File: src/common/fram_cmd_map.svh
// Offsets-free constant map for the two-wire command-extension block.
// Assumes inclusion by bare name; holds only macro definitions.
`ifndef FRAM_CMD_MAP_SVH
`define FRAM_CMD_MAP_SVH

// ----------------------------------------------------------------------
// Clock and timing figures.
// ----------------------------------------------------------------------
`define REF_CLK_PERIOD_NS           5
`define SPIKE_FILTER_WIDTH_NS       50
`define SPIKE_FILTER_WIDTH_HS_NS    5
`define SLEEP_RECOVERY_INTERVAL_US  100

// Least times round up to whole reference clock cycles.
`define SPIKE_CYCLES_STD \
  ((`SPIKE_FILTER_WIDTH_NS + `REF_CLK_PERIOD_NS - 1) / `REF_CLK_PERIOD_NS)
`define SPIKE_CYCLES_HS \
  ((`SPIKE_FILTER_WIDTH_HS_NS + `REF_CLK_PERIOD_NS - 1) / `REF_CLK_PERIOD_NS)

// Longest time rounds down to whole reference clock cycles.
`define SLEEP_RECOVERY_CYCLES \
  ((`SLEEP_RECOVERY_INTERVAL_US * 1000) / `REF_CLK_PERIOD_NS)

// ----------------------------------------------------------------------
// Byte codes and address fields.
// ----------------------------------------------------------------------
`define RSV_PREFIX_BYTE     8'hF8
`define RSV_ID_READ_BYTE    8'hF9
`define DEV_TYPE_CODE       4'hA
`define ACK_BIT_INDEX       4'h8
`define LAST_DATA_BIT       4'h7
`define WAKE_COMPARE_BIT    4'h6
`define LAST_ID_BYTE        2'h2
`define SOFT_RESET_CLOCKS   4'h9

`endif

File: src/common/fram_cmd_pkg.sv
// Types shared by the command-extension block.
// Assumes nothing of its surroundings.
package fram_cmd_pkg;

  // ----------------------------------------------------------------------
  // Bus sequencer states, one-hot.
  // ----------------------------------------------------------------------
  typedef enum logic [9:0] {
    ST_IDLE       = 10'h001,
    ST_ADDR       = 10'h002,
    ST_RSV_ADDR   = 10'h004,
    ST_RSV_WAIT   = 10'h008,
    ST_RSV_CMD    = 10'h010,
    ST_ID_TX      = 10'h020,
    ST_SLEEP_PEND = 10'h040,
    ST_SLEEP      = 10'h080,
    ST_WAKE_ADDR  = 10'h100,
    ST_RECOVER    = 10'h200
  } bus_state_type;

endpackage

File: src/hdl/bus_line_filter.sv
// Synchroniser and spike filter for one bus line.
// Assumes raw comes from a pin and hs_mode from logic on ref_clk.
`timescale 1ns/1ps
`include "fram_cmd_map.svh"

module bus_line_filter (
  input  wire logic ref_clk,
  input  wire logic reset,
  input  wire logic raw_in,
  input  wire logic hs_mode,
  output logic      level_q
);

  logic       meta_q;
  logic       sync_q;
  logic [3:0] cnt_q;
  logic [3:0] limit;

  // Shorter filter window in high-speed mode.
  assign limit = hs_mode ? 4'(`SPIKE_CYCLES_HS) : 4'(`SPIKE_CYCLES_STD);

  // Two flip-flops bring the pin into the clock domain; idle bus is high.
  always_ff @(posedge ref_clk) begin
    if (reset) begin
      meta_q <= 1'b1;
      sync_q <= 1'b1;
    end else begin
      meta_q <= raw_in;
      sync_q <= meta_q;
    end
  end

  // A new level is taken only after it stood for the whole window.
  always_ff @(posedge ref_clk) begin
    if (reset) begin
      cnt_q   <= 4'h0;
      level_q <= 1'b1;
    end else if (sync_q == level_q) begin
      cnt_q <= 4'h0;
    end else if (4'(cnt_q + 4'h1) >= limit) begin
      cnt_q   <= 4'h0;
      level_q <= sync_q;
    end else begin
      cnt_q <= 4'(cnt_q + 4'h1);
    end
  end

endmodule

File: src/hdl/fram_id_sleep_ctrl.sv
// Command-extension logic of a two-wire serial memory slave: identity
// read, sleep entry, wake on own address, recovery timing, soft reset.
// Assumes a master on the bus lines and the memory core beside it.
`timescale 1ns/1ps
`include "fram_cmd_map.svh"

// Summary of operation
// - Identity is 12-bit maker field then 12-bit type, sent as three bytes.
// - Start, 0xF8, then slave address ignoring bit 16 and direction; ack both.
// - Repeated start, 0xF9 acknowledged, then three identity bytes are driven.
// - Repeated start and 0xF8 again acknowledged, then the device sleeps.
// - Asleep, own address match starts waking at sixth clock falling edge.
// - Asleep, a foreign address leaves the device asleep without recovery.
// - Recovery to standby ends within 100 microseconds.
// - Stop conditions are ignored while the waking address comes in.
// - After recovery the own address is acknowledged as in standby.
// - Spikes under 50 ns, or 5 ns in high speed, are filtered out.
// - Software reset, nine released clocks then start, pulses soft_reset_q in standby.
// - Address byte is 1010, two select pins, bit 16, then direction.
// - After waking the address pointer is undefined until the master sets it.
// - Bytes are eight bits; the receiver pulls data low on the ninth clock.
module fram_id_sleep_ctrl #(
  parameter int unsigned RECOVERY_CYCLES = `SLEEP_RECOVERY_CYCLES,
  parameter logic [11:0] MANUFACTURER_ID = 12'h5A3, // Arbitrary value.
  parameter logic [11:0] DEVICE_TYPE_ID  = 12'h2C7  // Arbitrary value.
) (
  input  wire logic ref_clk,
  input  wire logic reset,
  input  wire logic scl_in,
  input  wire logic sda_in,
  output logic      sda_out,
  output logic      sda_oe_n,
  input  wire logic address_select_pin_low,
  input  wire logic address_select_pin_high,
  input  wire logic hs_mode,
  output logic      sleeping,
  output logic      recovering,
  output logic      standby_ready,
  output logic      mem_cmd_sel_q,
  output logic      mem_cmd_read_q,
  output logic      memory_address_bit16_q,
  output logic      ptr_undefined_q,
  output logic      soft_reset_q
);

  // ----------------------------------------------------------------------
  // Declarations.
  // ----------------------------------------------------------------------
  fram_cmd_pkg::bus_state_type state_q;

  logic        scl_f;
  logic        sda_f;
  logic        scl_prev_q;
  logic        sda_prev_q;
  logic        scl_rise;
  logic        scl_fall;
  logic        start_cond;
  logic        stop_cond;
  logic [1:0]  sel_meta_q;
  logic [1:0]  sel_q;
  logic [3:0]  bit_cnt_q;
  logic [7:0]  shift_q;
  logic [7:0]  rx_byte;
  logic        byte_done;
  logic        own_addr;
  logic        wake_match;
  logic        ack_now;
  logic        ack_pend_q;
  logic        drive_q;
  logic [1:0]  id_byte_q;
  logic        id_sent_q;
  logic [23:0] id_word;
  logic [7:0]  tx_byte;
  logic        tx_bit;
  logic        master_ack_clk;
  logic        id_done;
  logic [14:0] rec_cnt_q;
  logic        rec_done;
  logic [3:0]  sr_cnt_q;

  // ----------------------------------------------------------------------
  // Line conditioning and bus event detection.
  // ----------------------------------------------------------------------

  // Each line is synchronised and spike filtered.
  bus_line_filter scl_filter (
    .ref_clk (ref_clk),
    .reset   (reset),
    .raw_in  (scl_in),
    .hs_mode (hs_mode),
    .level_q (scl_f)
  );

  bus_line_filter sda_filter (
    .ref_clk (ref_clk),
    .reset   (reset),
    .raw_in  (sda_in),
    .hs_mode (hs_mode),
    .level_q (sda_f)
  );

  // Previous filtered levels for edge detection.
  always_ff @(posedge ref_clk) begin
    if (reset) begin
      scl_prev_q <= 1'b1;
      sda_prev_q <= 1'b1;
    end else begin
      scl_prev_q <= scl_f;
      sda_prev_q <= sda_f;
    end
  end

  // Address select pins pass two flip-flops.
  always_ff @(posedge ref_clk) begin
    if (reset) begin
      sel_meta_q <= 2'h0;
      sel_q      <= 2'h0;
    end else begin
      sel_meta_q <= {address_select_pin_high, address_select_pin_low};
      sel_q      <= sel_meta_q;
    end
  end

  // Clock edges and start or stop while the clock stays high.
  assign scl_rise   = scl_f & ~scl_prev_q;
  assign scl_fall   = ~scl_f & scl_prev_q;
  assign start_cond = scl_f & scl_prev_q & sda_prev_q & ~sda_f;
  assign stop_cond  = scl_f & scl_prev_q & ~sda_prev_q & sda_f;

  // ----------------------------------------------------------------------
  // Byte reception.
  // ----------------------------------------------------------------------

  // Bit counter runs 0 to 7 for data and 8 for the acknowledge clock.
  always_ff @(posedge ref_clk) begin
    if (reset) begin
      bit_cnt_q <= 4'h0;
      shift_q   <= 8'h00;
    end else if (start_cond) begin
      bit_cnt_q <= 4'h0;
    end else if (scl_rise) begin
      shift_q   <= {shift_q[6:0], sda_f};
      bit_cnt_q <= (bit_cnt_q == `ACK_BIT_INDEX) ? 4'h0 :
                   4'(bit_cnt_q + 4'h1);
    end
  end

  assign rx_byte   = {shift_q[6:0], sda_f};
  assign byte_done = scl_rise & (bit_cnt_q == `LAST_DATA_BIT);

  // Own address ignores bit 16 and the direction bit.
  assign own_addr = (rx_byte[7:4] == `DEV_TYPE_CODE) &
                    (rx_byte[3:2] == sel_q);
  assign wake_match = (shift_q[5:2] == `DEV_TYPE_CODE) &
                      (shift_q[1:0] == sel_q);

  // Bytes that the device acknowledges in each state.
  always_comb begin
    ack_now = 1'b0;
    if (byte_done) begin
      case (state_q)
        fram_cmd_pkg::ST_ADDR:
          ack_now = own_addr | (rx_byte == `RSV_PREFIX_BYTE);
        fram_cmd_pkg::ST_RSV_ADDR:
          ack_now = own_addr;
        fram_cmd_pkg::ST_RSV_CMD:
          ack_now = (rx_byte == `RSV_ID_READ_BYTE) |
                    (rx_byte == `RSV_PREFIX_BYTE);
        default:
          ack_now = 1'b0;
      endcase
    end
  end

  // ----------------------------------------------------------------------
  // Identity transmission.
  // ----------------------------------------------------------------------
  assign id_word = {MANUFACTURER_ID, DEVICE_TYPE_ID};

  always_comb begin
    case (id_byte_q)
      2'h0:    tx_byte = id_word[23:16];
      2'h1:    tx_byte = id_word[15:8];
      default: tx_byte = id_word[7:0];
    endcase
  end

  assign tx_bit = tx_byte[3'(`LAST_DATA_BIT - bit_cnt_q)];

  // Master acknowledge clock of a byte the device has sent.
  assign master_ack_clk = scl_rise & (bit_cnt_q == `ACK_BIT_INDEX) &
                          (state_q == fram_cmd_pkg::ST_ID_TX) & id_sent_q;
  assign id_done = master_ack_clk & (sda_f | (id_byte_q == `LAST_ID_BYTE));

  // Byte index advances while the master acknowledges.
  always_ff @(posedge ref_clk) begin
    if (reset) begin
      id_byte_q <= 2'h0;
      id_sent_q <= 1'b0;
    end else if (byte_done && state_q == fram_cmd_pkg::ST_RSV_CMD) begin
      id_byte_q <= 2'h0;
      id_sent_q <= 1'b0;
    end else if (scl_fall && state_q == fram_cmd_pkg::ST_ID_TX &&
                 bit_cnt_q == 4'h0) begin
      id_sent_q <= 1'b1;
    end else if (master_ack_clk && !id_done) begin
      id_byte_q <= 2'(id_byte_q + 2'h1);
    end
  end

  // ----------------------------------------------------------------------
  // Data line drive.
  // ----------------------------------------------------------------------

  // Pending acknowledge is driven from the eighth falling edge.
  always_ff @(posedge ref_clk) begin
    if (reset || start_cond) begin
      ack_pend_q <= 1'b0;
    end else if (ack_now) begin
      ack_pend_q <= 1'b1;
    end else if (scl_fall && bit_cnt_q == `ACK_BIT_INDEX) begin
      ack_pend_q <= 1'b0;
    end
  end

  // Line changes only on falling clock edges; bus events release it.
  always_ff @(posedge ref_clk) begin
    if (reset || start_cond || stop_cond) begin
      drive_q <= 1'b0;
    end else if (scl_fall) begin
      if (bit_cnt_q == `ACK_BIT_INDEX) begin
        drive_q <= ack_pend_q;
      end else if (state_q == fram_cmd_pkg::ST_ID_TX) begin
        drive_q <= ~tx_bit;
      end else begin
        drive_q <= 1'b0;
      end
    end
  end

  assign sda_out  = 1'b0;
  assign sda_oe_n = ~drive_q;

  // ----------------------------------------------------------------------
  // Command sequencer.
  // ----------------------------------------------------------------------
  always_ff @(posedge ref_clk) begin
    if (reset) begin
      state_q <= fram_cmd_pkg::ST_IDLE;
    end else if (start_cond) begin
      case (state_q)
        fram_cmd_pkg::ST_SLEEP,
        fram_cmd_pkg::ST_WAKE_ADDR: state_q <= fram_cmd_pkg::ST_WAKE_ADDR;
        fram_cmd_pkg::ST_RECOVER:   state_q <= fram_cmd_pkg::ST_RECOVER;
        fram_cmd_pkg::ST_SLEEP_PEND: state_q <= fram_cmd_pkg::ST_SLEEP;
        fram_cmd_pkg::ST_RSV_WAIT:  state_q <= fram_cmd_pkg::ST_RSV_CMD;
        default:                    state_q <= fram_cmd_pkg::ST_ADDR;
      endcase
    end else if (stop_cond) begin
      case (state_q)
        fram_cmd_pkg::ST_SLEEP,
        fram_cmd_pkg::ST_WAKE_ADDR,
        fram_cmd_pkg::ST_RECOVER:   state_q <= state_q;
        fram_cmd_pkg::ST_SLEEP_PEND: state_q <= fram_cmd_pkg::ST_SLEEP;
        default:                    state_q <= fram_cmd_pkg::ST_IDLE;
      endcase
    end else if (byte_done) begin
      case (state_q)
        fram_cmd_pkg::ST_ADDR:
          state_q <= (rx_byte == `RSV_PREFIX_BYTE) ?
                     fram_cmd_pkg::ST_RSV_ADDR : fram_cmd_pkg::ST_IDLE;
        fram_cmd_pkg::ST_RSV_ADDR:
          state_q <= own_addr ? fram_cmd_pkg::ST_RSV_WAIT :
                     fram_cmd_pkg::ST_IDLE;
        fram_cmd_pkg::ST_RSV_CMD:
          if (rx_byte == `RSV_ID_READ_BYTE) begin
            state_q <= fram_cmd_pkg::ST_ID_TX;
          end else if (rx_byte == `RSV_PREFIX_BYTE) begin
            state_q <= fram_cmd_pkg::ST_SLEEP_PEND;
          end else begin
            state_q <= fram_cmd_pkg::ST_IDLE;
          end
        default:
          state_q <= state_q;
      endcase
    end else if (scl_fall && state_q == fram_cmd_pkg::ST_SLEEP_PEND &&
                 bit_cnt_q == 4'h0) begin
      state_q <= fram_cmd_pkg::ST_SLEEP;
    end else if (scl_fall && state_q == fram_cmd_pkg::ST_WAKE_ADDR &&
                 bit_cnt_q == `WAKE_COMPARE_BIT) begin
      state_q <= wake_match ? fram_cmd_pkg::ST_RECOVER :
                 fram_cmd_pkg::ST_SLEEP;
    end else if (id_done) begin
      state_q <= fram_cmd_pkg::ST_IDLE;
    end else if (state_q == fram_cmd_pkg::ST_RECOVER && rec_done) begin
      state_q <= fram_cmd_pkg::ST_IDLE;
    end
  end

  // ----------------------------------------------------------------------
  // Sleep recovery timer.
  // ----------------------------------------------------------------------
  assign rec_done = (rec_cnt_q == 15'(RECOVERY_CYCLES - 1));

  always_ff @(posedge ref_clk) begin
    if (reset || state_q != fram_cmd_pkg::ST_RECOVER) begin
      rec_cnt_q <= 15'h0000;
    end else if (!rec_done) begin
      rec_cnt_q <= 15'(rec_cnt_q + 15'h0001);
    end
  end

  // Pointer is undefined from power-on and after waking until written.
  always_ff @(posedge ref_clk) begin
    if (reset) begin
      ptr_undefined_q <= 1'b1;
    end else if (state_q == fram_cmd_pkg::ST_RECOVER && rec_done) begin
      ptr_undefined_q <= 1'b1;
    end else if (byte_done && state_q == fram_cmd_pkg::ST_ADDR &&
                 own_addr && !rx_byte[0]) begin
      ptr_undefined_q <= 1'b0;
    end
  end

  // ----------------------------------------------------------------------
  // Normal address hand-over and software reset.
  // ----------------------------------------------------------------------

  // One-cycle select pulse to the memory core with the address fields.
  always_ff @(posedge ref_clk) begin
    if (reset) begin
      mem_cmd_sel_q          <= 1'b0;
      mem_cmd_read_q         <= 1'b0;
      memory_address_bit16_q <= 1'b0;
    end else begin
      mem_cmd_sel_q <= byte_done & own_addr &
                       (state_q == fram_cmd_pkg::ST_ADDR);
      if (byte_done && own_addr && state_q == fram_cmd_pkg::ST_ADDR) begin
        mem_cmd_read_q         <= rx_byte[0];
        memory_address_bit16_q <= rx_byte[1];
      end
    end
  end

  // Counts clock pulses with the data line released; pulse on start.
  always_ff @(posedge ref_clk) begin
    if (reset) begin
      sr_cnt_q     <= 4'h0;
      soft_reset_q <= 1'b0;
    end else begin
      soft_reset_q <= start_cond & (sr_cnt_q == `SOFT_RESET_CLOCKS) &
                      standby_ready;
      if (start_cond || (scl_rise && !sda_f)) begin
        sr_cnt_q <= 4'h0;
      end else if (scl_rise && sr_cnt_q != `SOFT_RESET_CLOCKS) begin
        sr_cnt_q <= 4'(sr_cnt_q + 4'h1);
      end
    end
  end

  // Power state outputs decoded from the state register.
  assign sleeping   = (state_q == fram_cmd_pkg::ST_SLEEP) |
                      (state_q == fram_cmd_pkg::ST_WAKE_ADDR);
  assign recovering = (state_q == fram_cmd_pkg::ST_RECOVER);
  assign standby_ready = ~sleeping & ~recovering &
                         (state_q != fram_cmd_pkg::ST_SLEEP_PEND);

endmodule

File: config.mk
export PLATFORM = sky130hd
export DESIGN_NAME = fram_id_sleep_ctrl
export DESIGN_NICKNAME = d
export VERILOG_FILES = /design/src/common/fram_cmd_pkg.sv /design/src/hdl/bus_line_filter.sv /design/src/hdl/fram_id_sleep_ctrl.sv
export VERILOG_INCLUDE_DIRS = /design/src /design/src/common
export SDC_FILE = /design/constraint.sdc
export NUM_CORES = 1
export LEC_CHECK = 0
export ABC_AREA = 1
export BUFFER_PORTS_ARGS = -buffer_cell sky130_fd_sc_hd__buf_2
export CORE_MARGIN = 2
export CORE_UTILIZATION = 41
export CTS_CLUSTER_DIAMETER = 150
export DETAILED_ROUTE_END_ITERATION = 10
export GPL_ROUTABILITY_DRIVEN = 0
export GPL_TIMING_DRIVEN = 0
export MAX_ROUTING_LAYER = met4
export PLACE_DENSITY = 0.63
export SYNTH_ARGS = -nofsm -noshare
export SYNTH_HDL_FRONTEND = slang
export SYNTH_SLANG_ARGS = --single-unit
export TNS_END_PERCENT = 30
File: constraint.sdc
create_clock -name ref_clk -period 3.7 [get_ports ref_clk]
set_input_delay 0.74 -clock ref_clk [delete_from_list [all_inputs] [get_ports ref_clk]]
set_output_delay 0.74 -clock ref_clk [all_outputs]
set_load 0.005 [all_outputs]
-- Yosys cells after proc, flatten, opt, wreduce, memory -nomap -nowiden
Cells that the tools add are included.
- add/subtract/negate cells: 7
- order comparisons: 3
- equality and inequality tests: 29
- mux-type cells: 26
- bitwise logic cells: 36
- reduce and logical (&&, ||, !) cells: 40
- operator list (kind ; number):
    $mux W10 ; 8
    $pmux W10 S4 ; 1
    $pmux W10 S3 ; 1
    $and A1 B1 Y1 ; 20
    $pmux W10 S2 ; 1
    $logic_and A1 B1 Y1 ; 17
    $add A4 B1 Y4 const B ; 4
    $eq A4 B4 Y1 const B ; 4
    $eq A8 B8 Y1 const B ; 2
    $pmux W8 S2 ; 1
    $add A15 B1 Y15 const B ; 1
    $eq A15 B15 Y1 const B ; 1
    $mux W7 ; 2
    $mux W4 ; 3
    $not A1 Y1 ; 12
    $eq A10 B10 Y1 const B ; 1
    $eq A10 B2 Y1 const B ; 1
    $eq A10 B3 Y1 const B ; 1
    $eq A10 B4 Y1 const B ; 1
    $eq A10 B5 Y1 const B ; 1
    $eq A10 B6 Y1 const B ; 1
    $eq A10 B7 Y1 const B ; 1
    $eq A10 B8 Y1 const B ; 1
    $eq A10 B9 Y1 const B ; 1
    29 further kinds ; 54
- bits in registers: 70
- bits of input ports: 7
- output and inout bits: 10
- word-level logic and storage cells: 167

-- Logic depth before layout (Yosys ltp)
- word-level depth: 12
- depth in mapped cells: 14
- depth with buffers taken out: 13

-- Modules after synthesis
Synthesis repeated with hierarchy kept, for this count alone.
- cells, all modules: 536
- area total of the unflattened synthesis: 3711.1 µm²
- modules (own cells, without submodules) (module ; instances ; cells an instance ; area each (µm²) ; seq. area each (µm²)):
    fram_id_sleep_ctrl ; 1 ; 454 ; 3037.9 ; 1121.1
    bus_line_filter ; 2 ; 41 ; 336.6 ; 140.1

-- Worst setup path after synthesis
Ideal clock, no wire load.
- path type: input to register
- start point: input port hs_mode
- end point: register sda_filter.level_q
- arrival time: 1625 ps
- setup slack: 1952 ps
- stages: 9
- path buffers: 0
- cell sequence: ha_1 > inv_1 > nand2_1 > a21oi_1 > nand2_1 > a21oi_1 > inv_1 > a21oi_1 > o21ai_0
- longest elaborated chain between the ends: 3
- RTL lines (what ; RTL line ; RTL):
    start, declared ; fram_id_sleep_ctrl.sv:35 ; input wire logic hs_mode,
    $mux W4 ; bus_line_filter.sv:20 ; assign limit = hs_mode ? 4'(`SPIKE_CYCLES_HS) : 4'(`SPIKE_CYCLES_STD);
    $ge A4 B4 Y1 ; bus_line_filter.sv:40 ; end else if (4'(cnt_q + 4'h1) >= limit) begin
    $reduce_and A2 Y1 (no line) ; n/a ;
    end signal, assigned ; bus_line_filter.sv:42 ; level_q <= sync_q;
    end, declared ; bus_line_filter.sv:11 ; output logic level_q
No other way between the ends.
A chain may end at the register's enable or synchronous reset.

-- Worst setup path after layout
- start point: register state_q[0]
- end point: output port standby_ready
- longest elaborated chain between the ends: 5
- RTL lines (what ; RTL line ; RTL):
    start, declared ; fram_id_sleep_ctrl.sv:49 ; fram_cmd_pkg::bus_state_type state_q;
    start signal, assigned ; fram_id_sleep_ctrl.sv:249 ; state_q <= fram_cmd_pkg::ST_IDLE;
    start signal, assigned ; fram_id_sleep_ctrl.sv:253 ; fram_cmd_pkg::ST_WAKE_ADDR: state_q <= fram_cmd_pkg::ST_WAKE_ADDR;
    start signal, assigned ; fram_id_sleep_ctrl.sv:254 ; fram_cmd_pkg::ST_RECOVER: state_q <= fram_cmd_pkg::ST_RECOVER;
    $eq A10 B8 Y1 / $eq A10 B9 Y1 (equally long branches) ; fram_id_sleep_ctrl.sv:362, fram_id_sleep_ctrl.sv:363 ;
    $or A1 B1 Y1 ; fram_id_sleep_ctrl.sv:362 ; assign sleeping = (state_q == fram_cmd_pkg::ST_SLEEP) |
    $not A1 Y1 ; fram_id_sleep_ctrl.sv:365 ; assign standby_ready = ~sleeping & ~recovering &
    $and A1 B1 Y1 ; fram_id_sleep_ctrl.sv:365 ;
    $and A1 B1 Y1 * ; fram_id_sleep_ctrl.sv:365 ;
    end, declared ; fram_id_sleep_ctrl.sv:38 ; output logic standby_ready,
Every way passes the cells marked *; elsewhere a longest branch is shown, timed or not.

==> flow_metrics.tcl <==
set metrics [dict create \
    vias 3223 \
    cts.repair.resized 0 \
    slew_headroom_pct 62.8 \
    synth.largest_area_cell "dfxtp_1" \
    clkTransAtPathRegs_ns 0.08 \
    grt_pass1_wl_um 13500 \
    cts-buffers-inserted 9 \
    synth_compound_area_share_pct 9.44 \
    cp-end-kind "output pin" \
    tns_ns 0 \
    rsz0062_at_grt "false" \
    die_width_um 98.9 \
    syn2layout_area_growth_pct 11.0 \
    intPower_mw 1.19 \
    synth.net_count 544 \
    vdd_drop_max_mv 0.186 \
    drt_iter0_drc 210 \
    cts.sinks 70 \
    synthDistinctLibCells 40 \
    ys_warn_count 0 \
    share_comb_of_total_power_pct 12.5 \
    critPathRequiredTime_ns 2.96 \
    port_buffers 14 \
    clkPwrFrac_pct 38.0 \
    coreArea_mm2 0.00872 \
    hpwl_um 5730 \
    cts_root_buf "clkbuf_8" \
    p_per_area_mw_per_mm2 403 \
    status "finished clean" \
    first_pass_iters 4 \
    crit_arrival_ns 1.59 \
    die_area_mm2 0.00979 \
    drc 0 \
    synth_top_family_by_area "simple AND/OR/NAND/NOR gates" \
    post_synth_fa_ha_maj_area_fraction_pct 6.09 \
    gr-total-overflow 0 \
    fmax_mhz 429 \
    grt_start_max_net_pins 13 \
    hold_depth 1 \
    power_mw 1.65 \
    yosys-mux-area-fraction_pct 0 \
    drv_slew 0 \
    skew_ns 0.0116 \
    cts_buffer_depth 2 \
    die_y_um 98.9 \
    io_pins 17 \
    hold_class "reg -> reg" \
    wl_per_cell_um 11.6 \
    synth_top_area_share_pct 37.9 \
    syn_area_mm2 0.00370 \
    placementRows 34 \
    setup_viol 0 \
    seq_power_share_pct 49.5 \
    vias_per_cell 4.91 \
    synth_top_cells_by_area "dfxtp_1 38%, nor2_1 9.1%, nand2_1 9.0%" \
    final_layout_size_suffix_gt1_share_pct 13.3 \
    r2r_cells 13 \
    synthXorXnorAreaFrac_pct 3.32 \
    yosysSeqAreaShare_pct 37.9 \
    drt-total-wl_um 7610 \
    initial_utilization_pct 42.4 \
    synth_seq_cells 70 \
    cts_tree "done" \
    antenna_found_initial 0 \
    avgSynthCellArea_um2 7.12 \
    clock_latency_ns 0.35 \
    ant_nets 0 \
    htreeDepth 3 \
    worst_pin_slew_ns 0.553 \
    maxCapViolCount 0 \
    switching_share_pct 28.1 \
    post_cts_buffers 0 \
    synth_simple_gate_area_share_pct 34.5 \
    finalHoldViolations 0 \
    hold_buffers 0 \
    leakagePower_nw 1.77 \
    period_needed_ns 2.33 \
    nNetsFinal 569 \
    critPathKind "reg -> out" \
    grt_pass1_vias 3031 \
    min_period_over_period_pct 62.9 \
    crit_fanout 5 \
    netlist_instances 519 \
    n_antenna_cell 0 \
    track_usage_pct 17.4 \
    switchingPower_mw 0.464 \
    start_kind "flop" \
]
critical path, cell delays in order (launching register included):
cell and delay, ns:
dfxtp_1 0.36, nor2_4 0.17, nand2_4 0.10, inv_1 0.06, nand4_1 0.17, nand3_1 0.21, inv_1 0.05, buf_2 0.12
logic make-up (layout without fill, tap and decap cells):
group,count (synthesis),after routing
other,1,1
buffers and inverters,82,112
and+or+nand+nor,269,269
adders and majority gates,18,18
AOI/OAI and AO/OA,65,65
xor gates and xnor gates,14,14
DFF,70,70
cells in the mapped netlist, drive strengths merged:
cell type / instances
nor2: 100
nand2: 99
inv: 73
dfxtp: 70
a21oi: 33
nand3: 33
o21ai: 23
ha: 18
nor3: 12
or2: 10
xnor2: 8
nand4: 7
xor2: 6
clkbuf: 5
a211oi: 3
buf: 3
nand3b: 2
nor3b: 2
nor4: 2
a221oi: 1
a31o: 1
a31oi: 1
and2: 1
and3: 1
clkinv: 1
conb: 1
o2111ai: 1
o21a: 1
o22ai: 1
per-layer routing:
| layer | up-vias | global-route usage [%] | routed length (um) |
|---|---|---|---|
| li1 | 1693 | - | - |
| met1 | 1473 | 23.4 | 3890 |
| met2 | 48 | 25.6 | 3330 |
| met3 | 9 | 3.69 | 301 |
| met4 | 0 | 6.53 | 90 |
| met5 | - | - | 0 |
registers in the layout (all words and copies together) (netlist names), 2 cells and up:
| name | flops |
|---|---|
| id_byte_q | 2 |
| sr_cnt_q | 4 |
| sel_meta_q | 2 |
| state_q | 10 |
| sda_filter.cnt_q | 4 |
| rec_cnt_q | 15 |
| bit_cnt_q | 4 |
| shift_q | 7 |
| scl_filter.cnt_q | 4 |
| sel_q | 2 |
final timing paths:
check | startpoint | to | slack, ns
max | state_q[0] | standby_ready | 1.37
min | scl_filter.meta_q | scl_filter.sync_q | 0.41
max reg2reg | rec_cnt_q[0] | state_q[0] | 1.68
min reg2reg | scl_filter.meta_q | scl_filter.sync_q | 0.41
layout make-up:
class / instances / area [um^2]
clock inverters: 5 / 58.8
well taps: 108 / 135
repair buffers: 14 / 70.1
multi-input cells: 367 / 1970
flip-flops and latches: 70 / 1400
inverters: 74 / 278
plain buffers: 8 / 42.5
clock buffers: 11 / 141
fillers: 886 / 4620
power groups by stage:
stage	clock network [mW]	registers [mW]	logic (mW)
floorplan	0	0.827	0.166
global placement	0	0.833	0.202
detailed placement	0	0.834	0.207
CTS	0.647	0.817	0.208
global route	0.684	0.823	0.239
finish	0.627	0.818	0.207
placed cells by master, fill, tap and decap left out, types with 2 or more instances in the layout:
cell / instances
xor2_1: 6
inv_1: 69
nand3_1: 31
o21ai_0: 23
ha_1: 18
nor3_1: 8
a21oi_1: 33
or2_2: 10
nor3_2: 2
nor2_1: 90
buf_2: 15
clkbuf_1: 6
clkbuf_8: 10
nand2_1: 89
dfxtp_1: 70
xnor2_1: 8
nand3b_1: 2
a211oi_1: 3
nand2_2: 7
nor3_4: 2
nand2_4: 3
clkinvlp_4: 2
nor2_2: 5
nor3b_1: 2
inv_2: 4
nor4_1: 2
nand4_1: 7
nor2_4: 5
stage by stage:
step / worst slack (ns) / cells / hold WS, ns / instance area, um^2 / util, %
2_1_floorplan: 1.95 / 519 / 0.388 / 3700 / -
3_3_place_gp: 1.52 / 641 / 0.396 / 3900 / 44.7
3_5_place_dp: 1.53 / 641 / 0.397 / 3900 / 44.7
4_1_cts: 1.37 / 657 / 0.420 / 4100 / 47.0
5_1_grt: 1.21 / 657 / 0.438 / 4100 / 47.0
6_report: 1.37 / 657 / 0.413 / 4100 / 47.0
Note: power is estimated with default switching activity, not from simulation.
